## config.mk

```make
export PLATFORM = sky130hd
export DESIGN_NAME = cdi_regs
export DESIGN_NICKNAME = d
export VERILOG_FILES = /design/src/cdi_pkg.sv /design/src/cdi_flags.sv /design/src/cdi_regs.sv /design/src/cdi_sync3.sv
export SDC_FILE = /design/constraint.sdc
export NUM_CORES = 1
export LEC_CHECK = 0
export ABC_AREA = 1
export BUFFER_PORTS_ARGS = -buffer_cell sky130_fd_sc_hd__buf_2
export CAP_MARGIN = 20
export CELL_PAD_IN_SITES_DETAIL_PLACEMENT = 1
export CELL_PAD_IN_SITES_GLOBAL_PLACEMENT = 1
export CORE_MARGIN = 2
export CORE_UTILIZATION = 46
export DETAILED_ROUTE_END_ITERATION = 16
export GPL_ROUTABILITY_DRIVEN = 1
export PLACE_DENSITY_LB_ADDON = 0.05
export REMOVE_ABC_BUFFERS = 1
export SLEW_MARGIN = 20
export SYNTH_ARGS = -nofsm -noshare
export SYNTH_HDL_FRONTEND = slang
export SYNTH_SLANG_ARGS = --single-unit
export TNS_END_PERCENT = 1
```

## constraint.sdc

```tcl
create_clock -name clk -period 3.55 [get_ports clk]
set_input_delay 0 -clock clk [delete_from_list [all_inputs] [get_ports clk]]
set_output_delay 0 -clock clk [all_outputs]
set_load 0.01 [all_outputs]
```

## src/cdi_pkg.sv

```systemverilog
// Shared constants and carrier types for the charger-detect register bank
package cdi_pkg;
	// ==========================================================
	// Register indices
	localparam logic [7:0] REG_IDENTITY = 8'h00; // Identity codes
	localparam logic [7:0] REG_EVENT_FLAGS_ONE = 8'h01; // Sticky events, first group
	localparam logic [7:0] REG_EVENT_FLAGS_TWO = 8'h02; // Sticky events, second group
	localparam logic [7:0] REG_STATE_ONE = 8'h03; // Live detection status
	localparam logic [7:0] REG_STATE_TWO = 8'h04; // Live converter status
	localparam logic [7:0] REG_EVENT_ENABLE_ONE = 8'h05; // Masks for first group
	localparam logic [7:0] REG_EVENT_ENABLE_TWO = 8'h06; // Masks for second group
	localparam logic [7:0] REG_SETTINGS_ONE = 8'h07; // Control one
	localparam logic [7:0] REG_SETTINGS_TWO = 8'h08; // Control two
	localparam logic [7:0] REG_SETTINGS_THREE = 8'h09; // Control three
	// ==========================================================
	// Field positions
	localparam int BIT_CONTACT_TIMEOUT = 7; // Group one
	localparam int BIT_DETECT_BEGIN = 6;
	localparam int BIT_DETECT_END = 5;
	localparam int BIT_OVERVOLTAGE = 2;
	localparam int BIT_BUS_POWER_CHANGE = 1;
	localparam int BIT_PORT_CLASS = 0;
	localparam int BIT_CONVERTER_FAULT = 7; // Group two
	localparam int BIT_CONVERTER_CHANGE = 0;
	localparam int BIT_CHARGE_FORCE = 6; // Settings two
	localparam int BIT_CHARGE_VALUE = 5;
	// ==========================================================
	// Implemented bits and reset values
	localparam logic [7:0] USED_FLAGS_ONE = 8'he7; // Bits 4:3 reserved
	localparam logic [7:0] USED_FLAGS_TWO = 8'h81; // Bits 6:1 reserved
	localparam logic [7:0] WRITABLE_SETTINGS_THREE = 8'h4f; // Bit 7 zero, 5:4 reserved
	localparam logic [7:0] RESET_FLAGS = 8'h00;
	localparam logic [7:0] RESET_MASK = 8'h00;
	localparam logic [7:0] RESET_SETTINGS = 8'h00;
	localparam logic [7:0] READ_ZERO = 8'h00; // Unmapped index answer
	// ==========================================================
	// Serial engine constants
	localparam logic [3:0] BYTE_BITS = 4'h8; // Bits per byte
	localparam logic [7:0] PTR_STEP = 8'h01; // Auto increment
	// ==========================================================
	// Carriers
	typedef struct packed {
		logic contact_timeout_ev; // Pulse: contact timer expired
		logic detect_running; // Level: detection machine running
		logic over_voltage; // Level: bus above lockout threshold
		logic bus_above_detect; // Level: bus at or above detect level
		logic port_class_ev; // Pulse: charger type found
		logic converter_fault_ev; // Pulse: converter error
		logic converter_change_ev; // Pulse: converter result changed
	} cdi_events_s;
	typedef struct packed {
		logic contact_timer_state; // Timer wait status
		logic converter_fault_state; // Converter error status
		logic [3:0] port_class_state; // Charger type code
		logic [4:0] converter_level; // Converter output
	} cdi_status_s;
endpackage

```

## src/cdi_flags.sv

```systemverilog
// Bank of sticky event flags, set wins over clear
`timescale 1ns/10ps
module cdi_flags #(
	parameter int WIDTH = 8,
	parameter logic [WIDTH-1:0] USED = '1
) (
	// Clock and reset
	input wire logic clk,
	input wire logic reset_n,
	input wire logic clk_en,
	// Events and clears
	input wire logic [WIDTH-1:0] set_in,
	input wire logic [WIDTH-1:0] clr_in,
	output logic [WIDTH-1:0] flags_out
);
	// ==========================================================
	// Parameter check
	if (WIDTH < 1) begin : g_chk
		$error("cdi_flags width must be at least one");
	end
	// ==========================================================
	// One flag per bit; unused bits stay zero
	for (genvar i = 0; i < WIDTH; i++) begin : g_bit
		logic flag_q;
		logic flag_d;
		// A set in the clearing cycle survives
		always_comb begin
			flag_d = USED[i] & (set_in[i] | (flag_q & ~clr_in[i]));
		end
		// Registers only
		always_ff @(posedge clk or negedge reset_n) begin
			if (!reset_n) begin
				flag_q <= 1'b0;
			end else if (clk_en) begin
				flag_q <= flag_d;
			end
		end
		assign flags_out[i] = flag_q;
	end
endmodule // cdi_flags

```

## src/cdi_regs.sv

```systemverilog
// Charger-detect register bank with serial target and open-drain outputs
// Overview of operation
// - Pull resistor-detect low on 80K sense
// - Interrupt pin active low, never driven high
// - Charger enable pin low enables charging
// - Serial target; clock input, data two-way
// - Contact timeout event sets flag bit 7
// - Detection start transition sets flag bit 6
// - Detection stop transition sets flag bit 5
// - Overvoltage rise sets flag bit 2
// - Any bus-power-good change sets bit 1
// - Charger type event sets flag bit 0
// - Converter error sets group-two bit 7
// - Mask bit one passes source, resets zero
// - Power good means detect level, no overvoltage
`timescale 1ns/10ps
module cdi_regs #(
	parameter logic [6:0] TARGET_ADDR = 7'h35, // Serial address, plain default
	parameter logic [3:0] MAKER_CODE = 4'h5, // Arbitrary value
	parameter logic [3:0] SILICON_REV = 4'h3 // Arbitrary value
) (
	// Clock, reset and enable
	input wire logic clk,
	input wire logic reset_n,
	input wire logic clk_en,
	// Serial bus pins
	input wire logic scl_in,
	input wire logic sda_in,
	output logic sda_out,
	output logic sda_oe,
	// Detection logic side
	input wire cdi_pkg::cdi_events_s events_in,
	input wire cdi_pkg::cdi_status_s status_in,
	input wire logic charge_allow,
	input wire logic connector_sense_80k,
	// Open-drain outputs
	output logic irq_n_out,
	output logic irq_n_oe,
	output logic charge_enable_n_out,
	output logic charge_enable_n_oe,
	output logic resistor_detect_out,
	output logic resistor_detect_oe,
	// Control fields for the rest of the device
	output logic [7:0] settings_one_out,
	output logic [7:0] settings_two_out,
	output logic [7:0] settings_three_out
);
	// ==========================================================
	// Serial engine states
	typedef enum logic [3:0] {
		ST_IDLE,
		ST_ADDR,
		ST_ADDR_ACK,
		ST_INDEX,
		ST_WR_ACK,
		ST_WDATA,
		ST_RDATA,
		ST_RD_ACK
	} cdi_state_e;

	// ==========================================================
	// Pin synchronisers
	logic [1:0] pins_lvl; // {scl, sda} filtered
	cdi_sync3 #(
		.WIDTH(2),
		.RESET_VAL(2'h3)
	) u_sync (
		.clk(clk),
		.reset_n(reset_n),
		.clk_en(clk_en),
		.async_in({scl_in, sda_in}),
		.level_out(pins_lvl)
	);
	logic scl; // Filtered clock line
	logic sda; // Filtered data line
	assign scl = pins_lvl[1];
	assign sda = pins_lvl[0];

	// ==========================================================
	// Line history and bus conditions
	logic scl_prev_q; // Last cycle clock level
	logic sda_prev_q; // Last cycle data level
	logic scl_rise;
	logic scl_fall;
	logic bus_start; // Data falls, clock high
	logic bus_stop; // Data rises, clock high
	always_comb begin
		scl_rise = scl & ~scl_prev_q;
		scl_fall = ~scl & scl_prev_q;
		bus_start = scl & scl_prev_q & sda_prev_q & ~sda;
		bus_stop = scl & scl_prev_q & ~sda_prev_q & sda;
	end
	// History registers; idle bus is high
	always_ff @(posedge clk or negedge reset_n) begin
		if (!reset_n) begin
			scl_prev_q <= 1'b1;
			sda_prev_q <= 1'b1;
		end else if (clk_en) begin
			scl_prev_q <= scl;
			sda_prev_q <= sda;
		end
	end

	// ==========================================================
	// Register storage
	logic [7:0] enable_one_q; // Masks, first group
	logic [7:0] enable_one_d;
	logic [7:0] enable_two_q; // Masks, second group
	logic [7:0] enable_two_d;
	logic [7:0] set_one_q;
	logic [7:0] set_one_d;
	logic [7:0] set_two_q;
	logic [7:0] set_two_d;
	logic [7:0] set_three_q;
	logic [7:0] set_three_d;
	logic wr_stb; // Write of one data byte
	logic [7:0] wr_idx;
	logic [7:0] wr_val;
	// Decode writes; read-only indices ignore them
	always_comb begin
		enable_one_d = enable_one_q;
		enable_two_d = enable_two_q;
		set_one_d = set_one_q;
		set_two_d = set_two_q;
		set_three_d = set_three_q;
		if (wr_stb) begin
			unique case (wr_idx)
				cdi_pkg::REG_EVENT_ENABLE_ONE: begin
					enable_one_d = wr_val & cdi_pkg::USED_FLAGS_ONE;
				end
				cdi_pkg::REG_EVENT_ENABLE_TWO: begin
					enable_two_d = wr_val & cdi_pkg::USED_FLAGS_TWO;
				end
				cdi_pkg::REG_SETTINGS_ONE: begin
					set_one_d = wr_val;
				end
				cdi_pkg::REG_SETTINGS_TWO: begin
					set_two_d = wr_val;
				end
				cdi_pkg::REG_SETTINGS_THREE: begin
					set_three_d = wr_val & cdi_pkg::WRITABLE_SETTINGS_THREE;
				end
				default: begin
					// Read-only or unmapped: dropped silently
				end
			endcase
		end
	end
	// Register file flops; masks start closed
	always_ff @(posedge clk or negedge reset_n) begin
		if (!reset_n) begin
			enable_one_q <= cdi_pkg::RESET_MASK;
			enable_two_q <= cdi_pkg::RESET_MASK;
			set_one_q <= cdi_pkg::RESET_SETTINGS;
			set_two_q <= cdi_pkg::RESET_SETTINGS;
			set_three_q <= cdi_pkg::RESET_SETTINGS;
		end else if (clk_en) begin
			enable_one_q <= enable_one_d;
			enable_two_q <= enable_two_d;
			set_one_q <= set_one_d;
			set_two_q <= set_two_d;
			set_three_q <= set_three_d;
		end
	end

	// ==========================================================
	// Event edge detection
	logic run_prev_q; // Detection running, last cycle
	logic ovr_prev_q; // Overvoltage, last cycle
	logic good_prev_q; // Power good, last cycle
	logic power_good; // Live power-good status
	logic [7:0] set_grp_one;
	logic [7:0] set_grp_two;
	always_comb begin
		power_good = events_in.bus_above_detect & ~events_in.over_voltage;
		set_grp_one = 8'h00;
		set_grp_two = 8'h00;
		set_grp_one[cdi_pkg::BIT_CONTACT_TIMEOUT] = events_in.contact_timeout_ev;
		set_grp_one[cdi_pkg::BIT_DETECT_BEGIN] = events_in.detect_running & ~run_prev_q;
		set_grp_one[cdi_pkg::BIT_DETECT_END] = ~events_in.detect_running & run_prev_q;
		set_grp_one[cdi_pkg::BIT_OVERVOLTAGE] = events_in.over_voltage & ~ovr_prev_q;
		set_grp_one[cdi_pkg::BIT_BUS_POWER_CHANGE] = power_good ^ good_prev_q;
		set_grp_one[cdi_pkg::BIT_PORT_CLASS] = events_in.port_class_ev;
		set_grp_two[cdi_pkg::BIT_CONVERTER_FAULT] = events_in.converter_fault_ev;
		set_grp_two[cdi_pkg::BIT_CONVERTER_CHANGE] = events_in.converter_change_ev;
	end
	// Previous levels start low, so a high level at release is an edge
	always_ff @(posedge clk or negedge reset_n) begin
		if (!reset_n) begin
			run_prev_q <= 1'b0;
			ovr_prev_q <= 1'b0;
			good_prev_q <= 1'b0;
		end else if (clk_en) begin
			run_prev_q <= events_in.detect_running;
			ovr_prev_q <= events_in.over_voltage;
			good_prev_q <= power_good;
		end
	end

	// ==========================================================
	// Sticky flags, cleared when read out
	logic rd_stb; // Byte loaded for sending
	logic [7:0] rd_idx;
	logic [7:0] clr_grp_one;
	logic [7:0] clr_grp_two;
	logic [7:0] flags_one;
	logic [7:0] flags_two;
	always_comb begin
		clr_grp_one = (rd_stb && rd_idx == cdi_pkg::REG_EVENT_FLAGS_ONE) ? 8'hff : 8'h00;
		clr_grp_two = (rd_stb && rd_idx == cdi_pkg::REG_EVENT_FLAGS_TWO) ? 8'hff : 8'h00;
	end
	cdi_flags #(
		.WIDTH(8),
		.USED(cdi_pkg::USED_FLAGS_ONE)
	) u_flags_one (
		.clk(clk),
		.reset_n(reset_n),
		.clk_en(clk_en),
		.set_in(set_grp_one),
		.clr_in(clr_grp_one),
		.flags_out(flags_one)
	);
	cdi_flags #(
		.WIDTH(8),
		.USED(cdi_pkg::USED_FLAGS_TWO)
	) u_flags_two (
		.clk(clk),
		.reset_n(reset_n),
		.clk_en(clk_en),
		.set_in(set_grp_two),
		.clr_in(clr_grp_two),
		.flags_out(flags_two)
	);

	// ==========================================================
	// Read multiplexer
	logic [7:0] rd_data;
	always_comb begin
		unique case (rd_idx)
			cdi_pkg::REG_IDENTITY: rd_data = {MAKER_CODE, SILICON_REV};
			cdi_pkg::REG_EVENT_FLAGS_ONE: rd_data = flags_one;
			cdi_pkg::REG_EVENT_FLAGS_TWO: rd_data = flags_two;
			cdi_pkg::REG_STATE_ONE: rd_data = {status_in.contact_timer_state,
				events_in.detect_running, events_in.over_voltage, power_good,
				status_in.port_class_state};
			cdi_pkg::REG_STATE_TWO: rd_data = {status_in.converter_fault_state, 2'h0,
				status_in.converter_level};
			cdi_pkg::REG_EVENT_ENABLE_ONE: rd_data = enable_one_q;
			cdi_pkg::REG_EVENT_ENABLE_TWO: rd_data = enable_two_q;
			cdi_pkg::REG_SETTINGS_ONE: rd_data = set_one_q;
			cdi_pkg::REG_SETTINGS_TWO: rd_data = set_two_q;
			cdi_pkg::REG_SETTINGS_THREE: rd_data = set_three_q;
			default: rd_data = cdi_pkg::READ_ZERO; // Unmapped reads zero
		endcase
	end

	// ==========================================================
	// Serial target engine
	cdi_state_e state_q;
	cdi_state_e state_d;
	logic [3:0] cnt_q; // Bits seen in this byte
	logic [3:0] cnt_d;
	logic [7:0] shift_q; // Receive or send shifter
	logic [7:0] shift_d;
	logic [7:0] ptr_q; // Register pointer
	logic [7:0] ptr_d;
	logic read_q; // Direction bit of address byte
	logic read_d;
	logic pull_q; // Holding data line low
	logic pull_d;
	logic acked_q; // Controller acked last byte
	logic acked_d;
	// Next-state logic; data only changes while clock is low
	always_comb begin
		state_d = state_q;
		cnt_d = cnt_q;
		shift_d = shift_q;
		ptr_d = ptr_q;
		read_d = read_q;
		pull_d = pull_q;
		acked_d = acked_q;
		wr_stb = 1'b0;
		wr_idx = ptr_q;
		wr_val = shift_q;
		rd_stb = 1'b0;
		rd_idx = ptr_q;
		if (bus_start) begin
			// Start or repeated start wins over anything in flight
			state_d = ST_ADDR;
			cnt_d = 4'h0;
			pull_d = 1'b0;
		end else if (bus_stop) begin
			state_d = ST_IDLE;
			pull_d = 1'b0;
		end else begin
			unique case (state_q)
				ST_IDLE: begin
					pull_d = 1'b0;
				end
				ST_ADDR, ST_INDEX, ST_WDATA: begin
					if (scl_rise) begin
						shift_d = {shift_q[6:0], sda};
						cnt_d = cnt_q + 4'h1;
					end else if (scl_fall && cnt_q == cdi_pkg::BYTE_BITS) begin
						pull_d = 1'b1; // Acknowledge by default
						if (state_q == ST_ADDR) begin
							if (shift_q[7:1] == TARGET_ADDR) begin
								read_d = shift_q[0];
								state_d = ST_ADDR_ACK;
							end else begin
								pull_d = 1'b0; // Not ours: stay off the bus
								state_d = ST_IDLE;
							end
						end else if (state_q == ST_INDEX) begin
							ptr_d = shift_q;
							state_d = ST_WR_ACK;
						end else begin
							wr_stb = 1'b1;
							ptr_d = ptr_q + cdi_pkg::PTR_STEP;
							state_d = ST_WR_ACK;
						end
					end
				end
				ST_ADDR_ACK: begin
					if (scl_fall) begin
						cnt_d = 4'h0;
						if (read_q) begin
							rd_stb = 1'b1;
							shift_d = rd_data;
							pull_d = ~rd_data[7];
							state_d = ST_RDATA;
						end else begin
							pull_d = 1'b0;
							state_d = ST_INDEX;
						end
					end
				end
				ST_WR_ACK: begin
					if (scl_fall) begin
						cnt_d = 4'h0;
						pull_d = 1'b0;
						state_d = ST_WDATA;
					end
				end
				ST_RDATA: begin
					if (scl_rise) begin
						cnt_d = cnt_q + 4'h1;
					end else if (scl_fall) begin
						if (cnt_q == cdi_pkg::BYTE_BITS) begin
							pull_d = 1'b0; // Release for controller ack
							ptr_d = ptr_q + cdi_pkg::PTR_STEP;
							state_d = ST_RD_ACK;
						end else begin
							shift_d = {shift_q[6:0], 1'b0};
							pull_d = ~shift_q[6];
						end
					end
				end
				ST_RD_ACK: begin
					if (scl_rise) begin
						acked_d = ~sda;
					end else if (scl_fall) begin
						cnt_d = 4'h0;
						if (acked_q) begin
							rd_stb = 1'b1;
							shift_d = rd_data;
							pull_d = ~rd_data[7];
							state_d = ST_RDATA;
						end else begin
							state_d = ST_IDLE; // Not acked: wait for stop
						end
					end
				end
			endcase
		end
	end
	// Engine registers
	always_ff @(posedge clk or negedge reset_n) begin
		if (!reset_n) begin
			state_q <= ST_IDLE;
			cnt_q <= 4'h0;
			shift_q <= 8'h00;
			ptr_q <= 8'h00;
			read_q <= 1'b0;
			pull_q <= 1'b0;
			acked_q <= 1'b0;
		end else if (clk_en) begin
			state_q <= state_d;
			cnt_q <= cnt_d;
			shift_q <= shift_d;
			ptr_q <= ptr_d;
			read_q <= read_d;
			pull_q <= pull_d;
			acked_q <= acked_d;
		end
	end

	// ==========================================================
	// Open-drain pin drivers
	logic irq_oe_q; // Interrupt pin pulled low
	logic irq_oe_d;
	logic chg_oe_q; // Charger enable pulled low
	logic chg_oe_d;
	logic det_oe_q; // Resistor detect pulled low
	logic det_oe_d;
	// Pull-down requests; pins are never driven high
	always_comb begin
		irq_oe_d = |((flags_one & enable_one_q) | (flags_two & enable_two_q));
		chg_oe_d = set_two_q[cdi_pkg::BIT_CHARGE_FORCE] ?
			set_two_q[cdi_pkg::BIT_CHARGE_VALUE] : charge_allow;
		det_oe_d = connector_sense_80k;
	end
	// One cycle late relative to flags; outputs come straight from flops
	always_ff @(posedge clk or negedge reset_n) begin
		if (!reset_n) begin
			irq_oe_q <= 1'b0;
			chg_oe_q <= 1'b0;
			det_oe_q <= 1'b0;
		end else if (clk_en) begin
			irq_oe_q <= irq_oe_d;
			chg_oe_q <= chg_oe_d;
			det_oe_q <= det_oe_d;
		end
	end

	// ==========================================================
	// Port assignments; output levels are constant low
	assign sda_out = 1'b0;
	assign sda_oe = pull_q;
	assign irq_n_out = 1'b0;
	assign irq_n_oe = irq_oe_q;
	assign charge_enable_n_out = 1'b0;
	assign charge_enable_n_oe = chg_oe_q;
	assign resistor_detect_out = 1'b0;
	assign resistor_detect_oe = det_oe_q;
	assign settings_one_out = set_one_q;
	assign settings_two_out = set_two_q;
	assign settings_three_out = set_three_q;
endmodule // cdi_regs

```

## src/cdi_sync3.sv

```systemverilog
// Three-stage pin synchroniser with agreement filter
`timescale 1ns/10ps
module cdi_sync3 #(
	parameter int WIDTH = 2,
	parameter logic [WIDTH-1:0] RESET_VAL = '1
) (
	// Clock and reset
	input wire logic clk,
	input wire logic reset_n,
	input wire logic clk_en,
	// Pins and filtered levels
	input wire logic [WIDTH-1:0] async_in,
	output logic [WIDTH-1:0] level_out
);
	// ==========================================================
	// Parameter check
	if (WIDTH < 1) begin : g_chk
		$error("cdi_sync3 width must be at least one");
	end
	// ==========================================================
	// One chain per bit
	for (genvar i = 0; i < WIDTH; i++) begin : g_bit
		logic s1_q; // Metastable stage, read only by s2
		logic s2_q;
		logic s3_q;
		logic lvl_q;
		logic lvl_d;
		// Level moves only when the two settled stages agree
		always_comb begin
			lvl_d = (s2_q == s3_q) ? s3_q : lvl_q;
		end
		// Registers only
		always_ff @(posedge clk or negedge reset_n) begin
			if (!reset_n) begin
				s1_q <= RESET_VAL[i];
				s2_q <= RESET_VAL[i];
				s3_q <= RESET_VAL[i];
				lvl_q <= RESET_VAL[i];
			end else if (clk_en) begin
				s1_q <= async_in[i];
				s2_q <= s1_q;
				s3_q <= s2_q;
				lvl_q <= lvl_d;
			end
		end
		assign level_out[i] = lvl_q;
	end
endmodule // cdi_sync3

```

Word level (Yosys, flattened, before mapping)

Index checks and enable logic that the tools add are counted.

Word-level logic and storage cells: 238
Latch bits: 0
Memory bits (read-only): 0
Memories kept: 0
Bits in writable memories: 0
Output and inout port bits: 32
Register bits after elaboration: 80
Input port bits: 25

Multiply operators: 0
$add $sub $neg: 2
Muxes and demuxes: 75
Equality and inequality tests: 46
Reduce and logical (&&, ||, !) cells: 27
Divide/modulo/power cells: 0
Bitwise gates (word level): 52
Magnitude comparators: 0
Shifts and indexed selects: 0

Operators by type and width:

| kind                | count |
|---|---|
| $mux 8              | 18 |
| $pmux 8 s10         | 1 |
| $mux 4              | 17 |
| $ne 4x4->1 const B  | 10 |
| $eq 8x3->1 const B  | 4 |
| $pmux 8 s4          | 1 |
| $mux 1              | 30 |
| $ne 2x2->1 const B  | 14 |
| $not 1->1           | 21 |
| $pmux 4 s5          | 1 |
| $reduce_and 10->1   | 2 |
| $and 1x1->1         | 19 |
| $and 8x8->8         | 2 |
| $eq 4x3->1 const B  | 4 |
| $eq 8x2->1 const B  | 2 |
| $eq 8x4->1 const B  | 2 |
| $pmux 8 s2          | 1 |
| $reduce_and 3->1    | 5 |
| $reduce_and 13->1   | 1 |
| $pmux 4 s3          | 1 |
| $reduce_and 11->1   | 1 |
| $reduce_and 5->1    | 2 |
| $add 8x1->8 const B | 1 |
| $eq 4x2->1 const B  | 2 |
| other kinds (27)    | 40 |

Depth between registers and ports, before layout

Gate-level depths: netlist (run 1).

Depth in word-level cells: 12
Mapped depth: 12
Mapped depth without buffers: 12

By module

A second synthesis (run 1) with hierarchy kept.

Cell total of the unflattened synthesis: 697
Area total of the unflattened synthesis: 5024.8 µm²

By module, submodules not included:

| module                  | instances | area each (µm²) | cells each | sequential area each (µm²) |
|---|---|---|---|---|
| cdi_regs                | 1         | 4159.0          | 594        | 1579.0 |
| cdi_sync3               | 1         | 406.6           | 44         | 210.2 |
| cdi_flags (u_flags_one) | 1         | 315.3           | 40         | 150.1 |
| cdi_flags (u_flags_two) | 1         | 143.9           | 19         | 50.0 |

Worst setup path after synthesis (run 1)

OpenSTA, ideal clock, no wires.

Kind: register to register
From: register cnt_q[0]
To: register set_one_q[4] (netlist: settings_one_out[4])
Path slack: 1.769 ns
Required time: 3.432 ns
Stages on the path, launching flop included: 13
Clock period less this slack: 1.781 ns
Library setup time: 0.118 ns
Buffers on the path: 1
Arrival time: 1.663 ns
Cell sequence: dfrtp_1 > inv_1 > ha_1 > nand2_1 > nor2_1 > nand2_2 > nor2_2 > nand2_2 > nor3_4 > buf_6 > nor2_1 > a21oi_1 > inv_1

Cells in the longest elaborated chain, start to end: 8

RTL lines:

| item                              | RTL line        | RTL |
|---|---|---|
| from (decl)                       | cdi_regs.sv:261 | `logic [3:0] cnt_q;` |
| from (signal assigned)            | cdi_regs.sv:389 | `cnt_q <= cnt_d;` |
| $eq 4x4->1                        | cdi_regs.sv:304 | `end else if (scl_fall && cnt_q == cdi_pkg::BYTE_BITS) begin` |
| $logic_and 1x1->1                 | cdi_regs.sv:304 |  |
| $mux 1                            | cdi_regs.sv:304 |  |
| $mux 1                            | cdi_regs.sv:301 | `if (scl_rise) begin` |
| $mux 1                            | cdi_regs.sv:296 | `unique case (state_q)` |
| $mux 1                            | cdi_regs.sv:292 | `end else if (bus_stop) begin` |
| $mux 1                            | cdi_regs.sv:287 | `if (bus_start) begin` |
| $reduce_and 3->1 (no source line) | --              |  |
| to (signal assigned)              | cdi_regs.sv:154 | `set_one_q <= cdi_pkg::RESET_SETTINGS;` |
| to (signal assigned)              | cdi_regs.sv:160 | `set_one_q <= set_one_d;` |
| to (decl)                         | cdi_regs.sv:110 | `logic [7:0] set_one_q;` |

No other way between the ends.
A chain may end at the register's enable or synchronous reset.

Final worst setup path (run 1)

From: register cnt_q[0]
To: register set_one_q[3] (netlist: settings_one_out[3])

The elaborated chain is that of the path after synthesis.

==> impl_metrics.toml, run 1 <==
[power_and_ir_drop]
p_per_area_nw_per_um2 = 545
p_sw_mw = 1.18
p_sw_frac = 0.410
internal_power_mw = 1.69
leakagePower_nw = 2.63
pwr-share-clk = 0.254
vdd_drop_max_v = 0.000241
power_frac_comb = 0.314
p_seq_frac = 0.432

[timing]
slew_violations = 0
tightestPinTransition_ns = 0.836
finalHoldViolCount = 0
worst_clock_skew_ns = 0.0145
fin_crit_ns = 2.41
fin_tns_setup_ns = 0
clock.fmax_mhz = 415
post-route-period-util = 0.680
relSlewSlack = 0.439
rsz0062_at_grt = "no"
setup_viol_count_final = 0

[global_routing]
grt_antenna_before_repair = 0
overflow = 0
grt_max_degree = 46
grt_pass1_vias = 4689
grt_pass1_wl_mm = 24.2
grt_usage = 0.280

[logic_synthesis]
yosysTopAreaCell = "dfrtp_1"
synth.top_cells.by_count = "181 x nand2_1, 92 x inv_1, 80 x nor2_1, 69 x dfrtp_1, 65 x o21ai_0"
ys.flop_type = "dfrtp_1"
synth_top_area_frac = 0.371
synth_edf_count = 0
synth_async_sr_flop_share = 1.00
synth.area.top_cells = "dfrtp_1 37%, nand2_1 15%, inv_1 7.4%"
synth_seq_cells = 79
synth.most_common_cell = "nand2_1"
yosys.cell_types.count = 40
syn_inst = 650
syn-cell-area_um2 = 4660
ys_seq_area_frac = 0.427
yosysWarnings = 0
synth_area_per_cell_um2 = 7.17

[clock_network]
cts_setup_buffers = 0
htree_levels = 3
cts_root_buf = "clkbuf_8"
clock_latency_ns = 0.38
cts_tree = "yes"
cts_buffers = 9
cts.sinks = 79
cts_max_path_buffers = 2
cts.clk_slew.worst_paths_ns = 0.09

[min_path]
hold_start = "status_in[3]"
whs_endpoint = "shift_q[3]$_DFFE_PN0P_"
min_path_cells = 5
hp-class = "input pin to flip-flop"

[setup_path]
start_kind = "flip-flop"
worstRegToRegCells = 11
critPathMaxFanout = 16
reg2reg_from = "cnt_q[0]$_DFFE_PN0P_"
cp-end-kind = "flip-flop"
cp-startpoint = "cnt_q[0]$_DFFE_PN0P_"
reg2reg_to = "settings_one_out[3]$_DFFE_PN0P_"
crit_type = "flip-flop to flip-flop"
cp.arrival_ns = 2.68
r2r_slack_ns = 1.14
crit_required_ns = 3.81

[routing]
viasPerCell = 5.31
vias = 4499
drc = 0
drtPass1Iterations = 5
wl_per_cell_um = 17.0
postRouteAntennaNets = 0
drtIter0Drc = 213
totalWireLength_mm = 14.4

[placed_design]
dpl.hpwl_mm = 10.6
io_buffers = 49
gp_congestion = 0.922

[floorplan]
coreArea_um2 = 9820
die_h_um = 105
die_x_um = 105
dieArea_um2 = 11000
initial_core_util = 0.475
io_pins = 57
rows = 36

[final_layout]
antenna-diode-count = 0
drive_gt1_frac = 0.136
syn2layout_area_growth_pct = 13.2
fin_util = 0.537
num-nets-final = 740

[status]
outcome = "complete, no violations"

[job]
max_cap_viol_count = 0
==> power groups by stage <==
stage / Combinational (mW) / Clock [mW] / Sequential [mW]
floorplan: 0.653 / 0 / 1.18
global placement: 0.843 / 0 / 1.25
detailed placement: 0.886 / 0 / 1.26
CTS: 0.908 / 0.741 / 1.24
global route: 1.03 / 0.780 / 1.26
finish: 0.901 / 0.729 / 1.24
==> worst max-delay path by stage <==
stage	end	slack [ns]
after floorplan	settings_one_out[0]$_DFFE_PN0P_	1.76
after global placement	settings_one_out[2]$_DFFE_PN0P_	1.16
after detailed placement	settings_one_out[3]$_DFFE_PN0P_	1.15
after CTS	settings_one_out[3]$_DFFE_PN0P_	1.13
after global routing	settings_one_out[3]$_DFFE_PN0P_	0.87
final	settings_one_out[3]$_DFFE_PN0P_	1.14
==> per-stage QoR <==
step | instances | setup WS [ns] | cell area [µm²] | total power, mW | hold slack, ns
after floorplan | 636 | 1.76 | 4530 | 1.84 | -0.296
after global placement | 819 | 1.16 | 4950 | 2.09 | 0.0509
after detailed placement | 819 | 1.15 | 4950 | 2.14 | 0.0537
after CTS | 847 | 1.13 | 5280 | 2.89 | 0.0668
after global routing | 847 | 0.865 | 5280 | 3.07 | 0.149
final | 847 | 1.14 | 5280 | 2.87 | 0.0773
==> kinds of logic after synthesis <==
kind of cell | count (synthesis) | share of synthesized area
AND/OR/NAND/NOR | 331 | 0.301
buffers and inverters | 115 | 0.109
AO/OA/AOI/OAI | 106 | 0.122
adder cells (fa/ha/maj) | 6 | 0.0161
multiplexers | 8 | 0.0172
other | 1 | 0.000805
XOR/XNOR | 4 | 0.00752
flip-flops | 79 | 0.427
==> flip-flops by register name, indices dropped and copies added (netlist names), 3 cells and up <==
name / count
shift_q: 8
state_q: 3
u_flags_one.g_bit.flag_q: 6
enable_one_q: 6
settings_one_out: 8
settings_two_out: 8
ptr_q: 8
cnt_q: 4
settings_three_out: 5
==> layer usage <==
layer / track usage / part of all wire
met1: 0.366 / 0.46
met2: 0.485 / 0.50
met3: 0.0399 / 0.027
met4: 0.0810 / 0.015
met5: 0 / 0
==> timing repair <==
action                    4_1_cts  5_1_grt
hold endpoints to repair       59        0
hold buffers                   12        0
resized for setup               0        0
==> critical path, stage by stage (launching register included) <==
cell	delay, ns
dfrtp_1	0.42
inv_1	0.09
ha_1	0.16
nand2_1	0.05
nor2_1	0.14
nand2_2	0.13
nor2_2	0.17
nand2_2	0.16
nor3_4	0.67
nor2_1	0.11
a21oi_1	0.14
inv_1	0.06
==> final cells by class <==
cell class,count,area [µm²]
Sequential cell,79,1990
Inverter,95,357
Clock inverter,7,77.6
Multi-Input combinational cell,462,2190
Clock buffer,9,124
Timing Repair Buffer,62,375
Tap cell,133,166
Fill cell,1310,4540
==> placed cells by master (no fill, tap or decap), types with 6 or more instances in the layout <==
cell type      Yosys  routed
buf_2              1      48
nand4_1            6       6
o21ai_0           65      65
nor2_1            80      80
dfrtp_1           69      69
nor3_1             8       8
a21oi_1           24      24
conb_1             1       7
mux2i_1            8       8
dfstp_2           10      10
nor2_2             8       8
nand2_1          181     181
ha_1               6       6
nand3_1           36      36
inv_1             92      92
clkbuf_8           1       9
a21boi_1           6       6
dlygate4sd3_1      0      12
Power figures use the tool's default switching activity.
==> inputs of run 2 (changes only) <==
- ABC_AREA: 1 -> 0
- CORE_UTILIZATION: 46 -> 41
- clock period: 3.55 -> 2.15 ns (I/O delays scaled with it)
==> impl_metrics.toml, run 2 <==
[min_path]
hold_start = "events_in[3]"
min_path_cells = 3
hp-class = "input pin to flip-flop"
whs_endpoint = "good_prev_q$_DFFE_PN0P_"

[floorplan]
die_h_um = 110
io_pins = 57
die_x_um = 110
initial_core_util = 0.422
rows = 38
dieArea_um2 = 12100
coreArea_um2 = 10900

[logic_synthesis]
synth_simple_gate_area_share = 0.174
synth.most_common_cell = "dfrtp_1"
synth_top_area_frac = 0.376
muxShareOfSynthArea = 0.104
yosys.cell_types.count = 75
yosysTopAreaCell = "dfrtp_1"
synth_top_family_by_area = "compound AO/OA/AOI/OAI gates"
ys.flop_type = "dfrtp_1"
yosys.area_share.adder = 0.0164
synth-compound-area-share = 0.213
synth_seq_cells = 79
synth_area_per_cell_um2 = 9.79
synth.area.top_cells = "dfrtp_1 38%, mux2_2 9.3%, dfstp_2 5.7%"
synth_xor_area_frac = 0.00572
syn_inst = 469
yosysWarnings = 0
synth.top_cells.by_count = "69 x dfrtp_1, 42 x nand2_1, 38 x mux2_2, 29 x a21oi_1, 28 x o21ai_0"
syn-cell-area_um2 = 4590
synth_async_sr_flop_share = 1.00
synth_edf_count = 0
ys_seq_area_frac = 0.433

[global_routing]
grt_usage = 0.270
grt_antenna_before_repair = 0
grt_max_degree = 49
overflow = 0
grt_pass1_wl_mm = 24.2
grt_pass1_vias = 4498

[routing]
viasPerCell = 5.90
wl_per_cell_um = 20.9
totalWireLength_mm = 15.1
drtPass1Iterations = 5
drc = 0
vias = 4260
drtIter0Drc = 215
postRouteAntennaNets = 0

[clock_network]
cts_tree = "yes"
cts_max_path_buffers = 2
clock_latency_ns = 0.39
cts.clk_slew.worst_paths_ns = 0.09
cts_root_buf = "clkbuf_8"
cts.sinks = 79
cts_buffers = 9
htree_levels = 3

[placed_design]
dpl_worst_slack_ns = -0.0974
gp_congestion = 0.873
io_buffers = 49
dpl.hpwl_mm = 11.1

[power_and_ir_drop]
leakagePower_nw = 2.65
vdd_drop_max_v = 0.000634
p_total_mw = 4.84
p_per_area_nw_per_um2 = 827

[timing]
setup_viol_count_final = 0
fin_tns_setup_ns = 0
clock.fmax_mhz = 466
rsz0062_at_grt = "yes"
slew_violations = 0
finalHoldViolCount = 0
post-route-period-util = 0.998
fin_crit_ns = 2.15
worst_slack_ns = 0.00395
worst_clock_skew_ns = 0.00857

[job]
max_cap_viol_count = 0

[final_layout]
nFillCells = 1259
layout_commonest_cell = "dfrtp_1"
antenna-diode-count = 0
drive_gt1_frac = 0.359
layout_common_cells = "68 x dfrtp_1, 64 x buf_4, 48 x buf_2, 41 x nand2_1, 35 x mux2_2"
multi_input_area_um2 = 2470
num-nets-final = 608
regArea_um2 = 1990
syn2layout_area_growth_pct = 27.4

[setup_path]
reg2reg_to = "settings_one_out[2]$_DFFE_PN0P_"
crit_required_ns = 2.42
r2r_slack_ns = 0.004
start_kind = "flip-flop"
cp.arrival_ns = 2.42
critPathMaxFanout = 5
crit_type = "flip-flop to flip-flop"
reg2reg_from = "cnt_q[0]$_DFFE_PN0P_"
worstRegToRegCells = 7
cp-end-kind = "flip-flop"

[status]
outcome = "complete, no violations"
[run 2: layout make-up]
class                           count  share of cell area
Multi-Input combinational cell    343               0.422
Sequential cell                    79               0.340
Timing Repair Buffer              128               0.158
Tap cell                          140              0.0300
Clock buffer                       10              0.0235
Clock inverter                      6              0.0156
Inverter                           16              0.0103
[run 2: logic make-up (layout without fill, tap and decap cells)]
group | Yosys count | after routing
other | 1 | 7
adder cells (fa/ha/maj) | 6 | 6
AND/OR/NAND/NOR | 142 | 142
multiplexers | 43 | 43
XOR/XNOR | 3 | 3
buffers and inverters | 53 | 160
AO/OA/AOI/OAI | 142 | 142
flip-flops | 79 | 79
[run 2: metal layers]
layer	track usage	share of wire
met3	0.0622	0.044
met5	0	0
met2	0.446	0.49
met1	0.349	0.45
met4	0.0841	0.016
[run 2: critical path, cell delays in order (launching register included)]
cell and delay (ns):
dfrtp_1 0.39, inv_2 0.06, ha_1 0.14, nand3b_1 0.11, or4_4 0.62, nor4_4 0.18, buf_4 0.19, mux2_2 0.34
[run 2: metrics by stage]
step / instance area [µm²] / hold slack [ns] / utilization / std cells
after CTS: 5790 / 0.0421 / 0.532 / 722
after detailed placement: 5400 / -0.0194 / 0.496 / 694
final: 5850 / 0.0529 / 0.537 / 722
after global placement: 5400 / -0.0295 / 0.496 / 694
after floorplan: 4430 / -0.296 / - / 438
after global routing: 5850 / 0.0772 / 0.537 / 722
[run 2: power breakdown]
group          internal, mW  switching (mW)  leakage, nW
Clock                 0.694           0.625        0.117
Combinational         0.706           0.942         1.55
Sequential             1.69           0.175        0.982
[run 2: worst max path at each step]
stage	startpoint	to	cells past startpoint
floorplan	state_q[1]$_DFFE_PN0P_	shift_q[7]$_DFFE_PN0P_	4
global placement	cnt_q[0]$_DFFE_PN0P_	enable_one_q[5]$_DFFE_PN0P_	7
detailed placement	cnt_q[0]$_DFFE_PN0P_	enable_one_q[7]$_DFFE_PN0P_	7
CTS	cnt_q[0]$_DFFE_PN0P_	settings_one_out[2]$_DFFE_PN0P_	7
global route	cnt_q[0]$_DFFE_PN0P_	settings_one_out[2]$_DFFE_PN0P_	7
finish	cnt_q[0]$_DFFE_PN0P_	settings_one_out[2]$_DFFE_PN0P_	7
[run 2: timing repair]
item / 4_1_cts / 5_1_grt
buffers inserted: 1 / 0
pin swaps: 3 / 3
hold buffers: 11 / 0
setup endpoints to repair: 23 / 44
gates cloned: 0 / 0
endpoints found under the hold margin: 82 / 0
gates resized for setup: 11 / 13
==> inputs of run 3 (changes only) <==
- CORE_UTILIZATION: 41 -> 49
- clock period: 2.15 -> 2.75 ns (I/O delays scaled with it)
==> impl_metrics.toml, run 3 (synthesis gave the netlist of run 2 again) <==
[clock_network]
clock_latency_ns = 0.36
cts_buffers = 9
cts.clk_slew.worst_paths_ns = 0.09
htree_levels = 3
cts_setup_buffers = 0
cts_max_path_buffers = 2
cts_root_buf = "clkbuf_8"
cts_tree = "yes"
cts.sinks = 79

[setup_path]
path_cells = "nand2b_1 -> or4_4 -> nor4_4 -> mux2_2"
start_kind = "flip-flop"
cp-end-kind = "flip-flop"
cp.arrival_ns = 2.74
worstRegToRegCells = 4
crit_required_ns = 2.99
r2r_slack_ns = 0.24
reg2reg_from = "scl_prev_q$_DFFE_PN1P_"
slowest_delay_ns = 0.65
reg2reg_to = "settings_one_out[5]$_DFFE_PN0P_"
critPathMaxFanout = 13
cp_slowest_cell = "dfstp_2"
crit_type = "flip-flop to flip-flop"

[routing]
postRouteAntennaNets = 0
drtPass1Iterations = 4
viasPerCell = 6.24
vias = 4025
drtIter0Drc = 207
totalWireLength_mm = 14.0
wl_per_cell_um = 21.7
drc = 0

[global_routing]
grt_pass1_vias = 4208
grt_antenna_before_repair = 0
grt_max_degree = 80
grt_usage = 0.292
grt_pass1_wl_mm = 22.8
overflow = 0

[timing]
post-route-period-util = 0.911
setup_viol_count_final = 0
relSlewSlack = 0.467
worst_slack_ns = 0.243
tightestPinTransition_ns = 0.797
clock.fmax_mhz = 399
slew_violations = 0
rsz0062_at_grt = "no"
finalHoldViolCount = 0
whs_ns = 0.0256
worst_clock_skew_ns = 0.0199
fin_tns_setup_ns = 0
fin_crit_ns = 2.51

[final_layout]
antenna-diode-count = 0
nFillCells = 1051
final_cells = 645
syn2layout_area_growth_pct = 15.5
layout_commonest_cell = "dfrtp_1"
num-nets-final = 560
drive_gt1_frac = 0.270
fin_util = 0.579
layout_common_cells = "69 x dfrtp_1, 48 x buf_2, 42 x nand2_1, 38 x mux2_2, 29 x a21oi_1"

[power_and_ir_drop]
p_per_area_nw_per_um2 = 657
vdd_drop_max_v = 0.000482
leakagePower_nw = 2.36

[min_path]
whs_endpoint = "good_prev_q$_DFFE_PN0P_"
min_path_cells = 4
hold_start = "clk_en"
hp-class = "input pin to flip-flop"

[placed_design]
dpl.hpwl_mm = 10.0
io_buffers = 49
gp_congestion = 0.881
dp_cells = 618
dpl_worst_slack_ns = 0.319

[floorplan]
die_x_um = 101
initial_core_util = 0.502
rows = 35
coreArea_um2 = 9150
io_pins = 57
die_h_um = 101
dieArea_um2 = 10200

[status]
outcome = "complete, no violations"

[job]
max_cap_viol_count = 0
-- run 3: cell types whose count changed in the layout (fill, tap and decap cells not counted), sizes merged --
| cell | delta |
|---|---|
| clkinvlp | +2 |
| buf | -48 |
| clkinv | -2 |
-- run 3: worst max-delay path by stage --
stage               cells past startpoint                    from                                 endpoint  slack, ns
floorplan                               4  state_q[1]$_DFFE_PN0P_                   shift_q[7]$_DFFE_PN0P_       0.44
global placement                        6    ptr_q[2]$_DFFE_PN0P_  u_flags_one.g_bit[1].flag_q$_DFFE_PN0P_       0.36
detailed placement                      4  scl_prev_q$_DFFE_PN1P_          settings_one_out[6]$_DFFE_PN0P_       0.32
CTS                                     4  scl_prev_q$_DFFE_PN1P_          settings_one_out[5]$_DFFE_PN0P_       0.25
global route                            4  scl_prev_q$_DFFE_PN1P_          settings_one_out[6]$_DFFE_PN0P_       0.14
finish                                  4  scl_prev_q$_DFFE_PN1P_          settings_one_out[5]$_DFFE_PN0P_       0.24
-- run 3: stage by stage --
stage | area (µm²) | power (mW)
2_1_floorplan | 4430 | 2.10
3_3_place_gp | 4970 | 2.44
3_5_place_dp | 4970 | 2.49
4_1_cts | 5300 | 3.49
5_1_grt | 5300 | 3.67
6_report | 5300 | 3.49
-- run 3: final cells by class --
class                   instances  area (µm²)  share of cell area
well taps                     111         139              0.0262
flip-flops and latches         79        1990               0.375
clock inverters                 6        92.6              0.0175
inverters                      16        60.1              0.0113
repair buffers                 80         512              0.0965
multi-input cells             343        2380               0.449
clock buffers                  10         128              0.0241
-- run 3: timing repair --
item	in CTS	in global routing
endpoints found under the setup margin	0	0
hold buffers	11	0
resized for setup	0	0
hold endpoints to repair	82	0
-- run 3: layer usage --
layer | vias up | part of all wire | track usage
met5 | - | 0 | 0
met4 | 0 | 0.024 | 0.103
met3 | 28 | 0.044 | 0.0617
met2 | 103 | 0.48 | 0.469
met1 | 2034 | 0.45 | 0.393
li1 | 1860 | - | -
-- run 3: critical path: cells and delay by family (launching register included) --
kind | cells | cell delay (ns)
simple gates | 3 | 1.32
mux | 1 | 0.41
flops | 1 | 0.65
-- run 3: where the power goes --
group	switching, mW	internal (mW)
sequential	0.314	1.32
combinational	0.490	0.370
clock	0.468	0.519
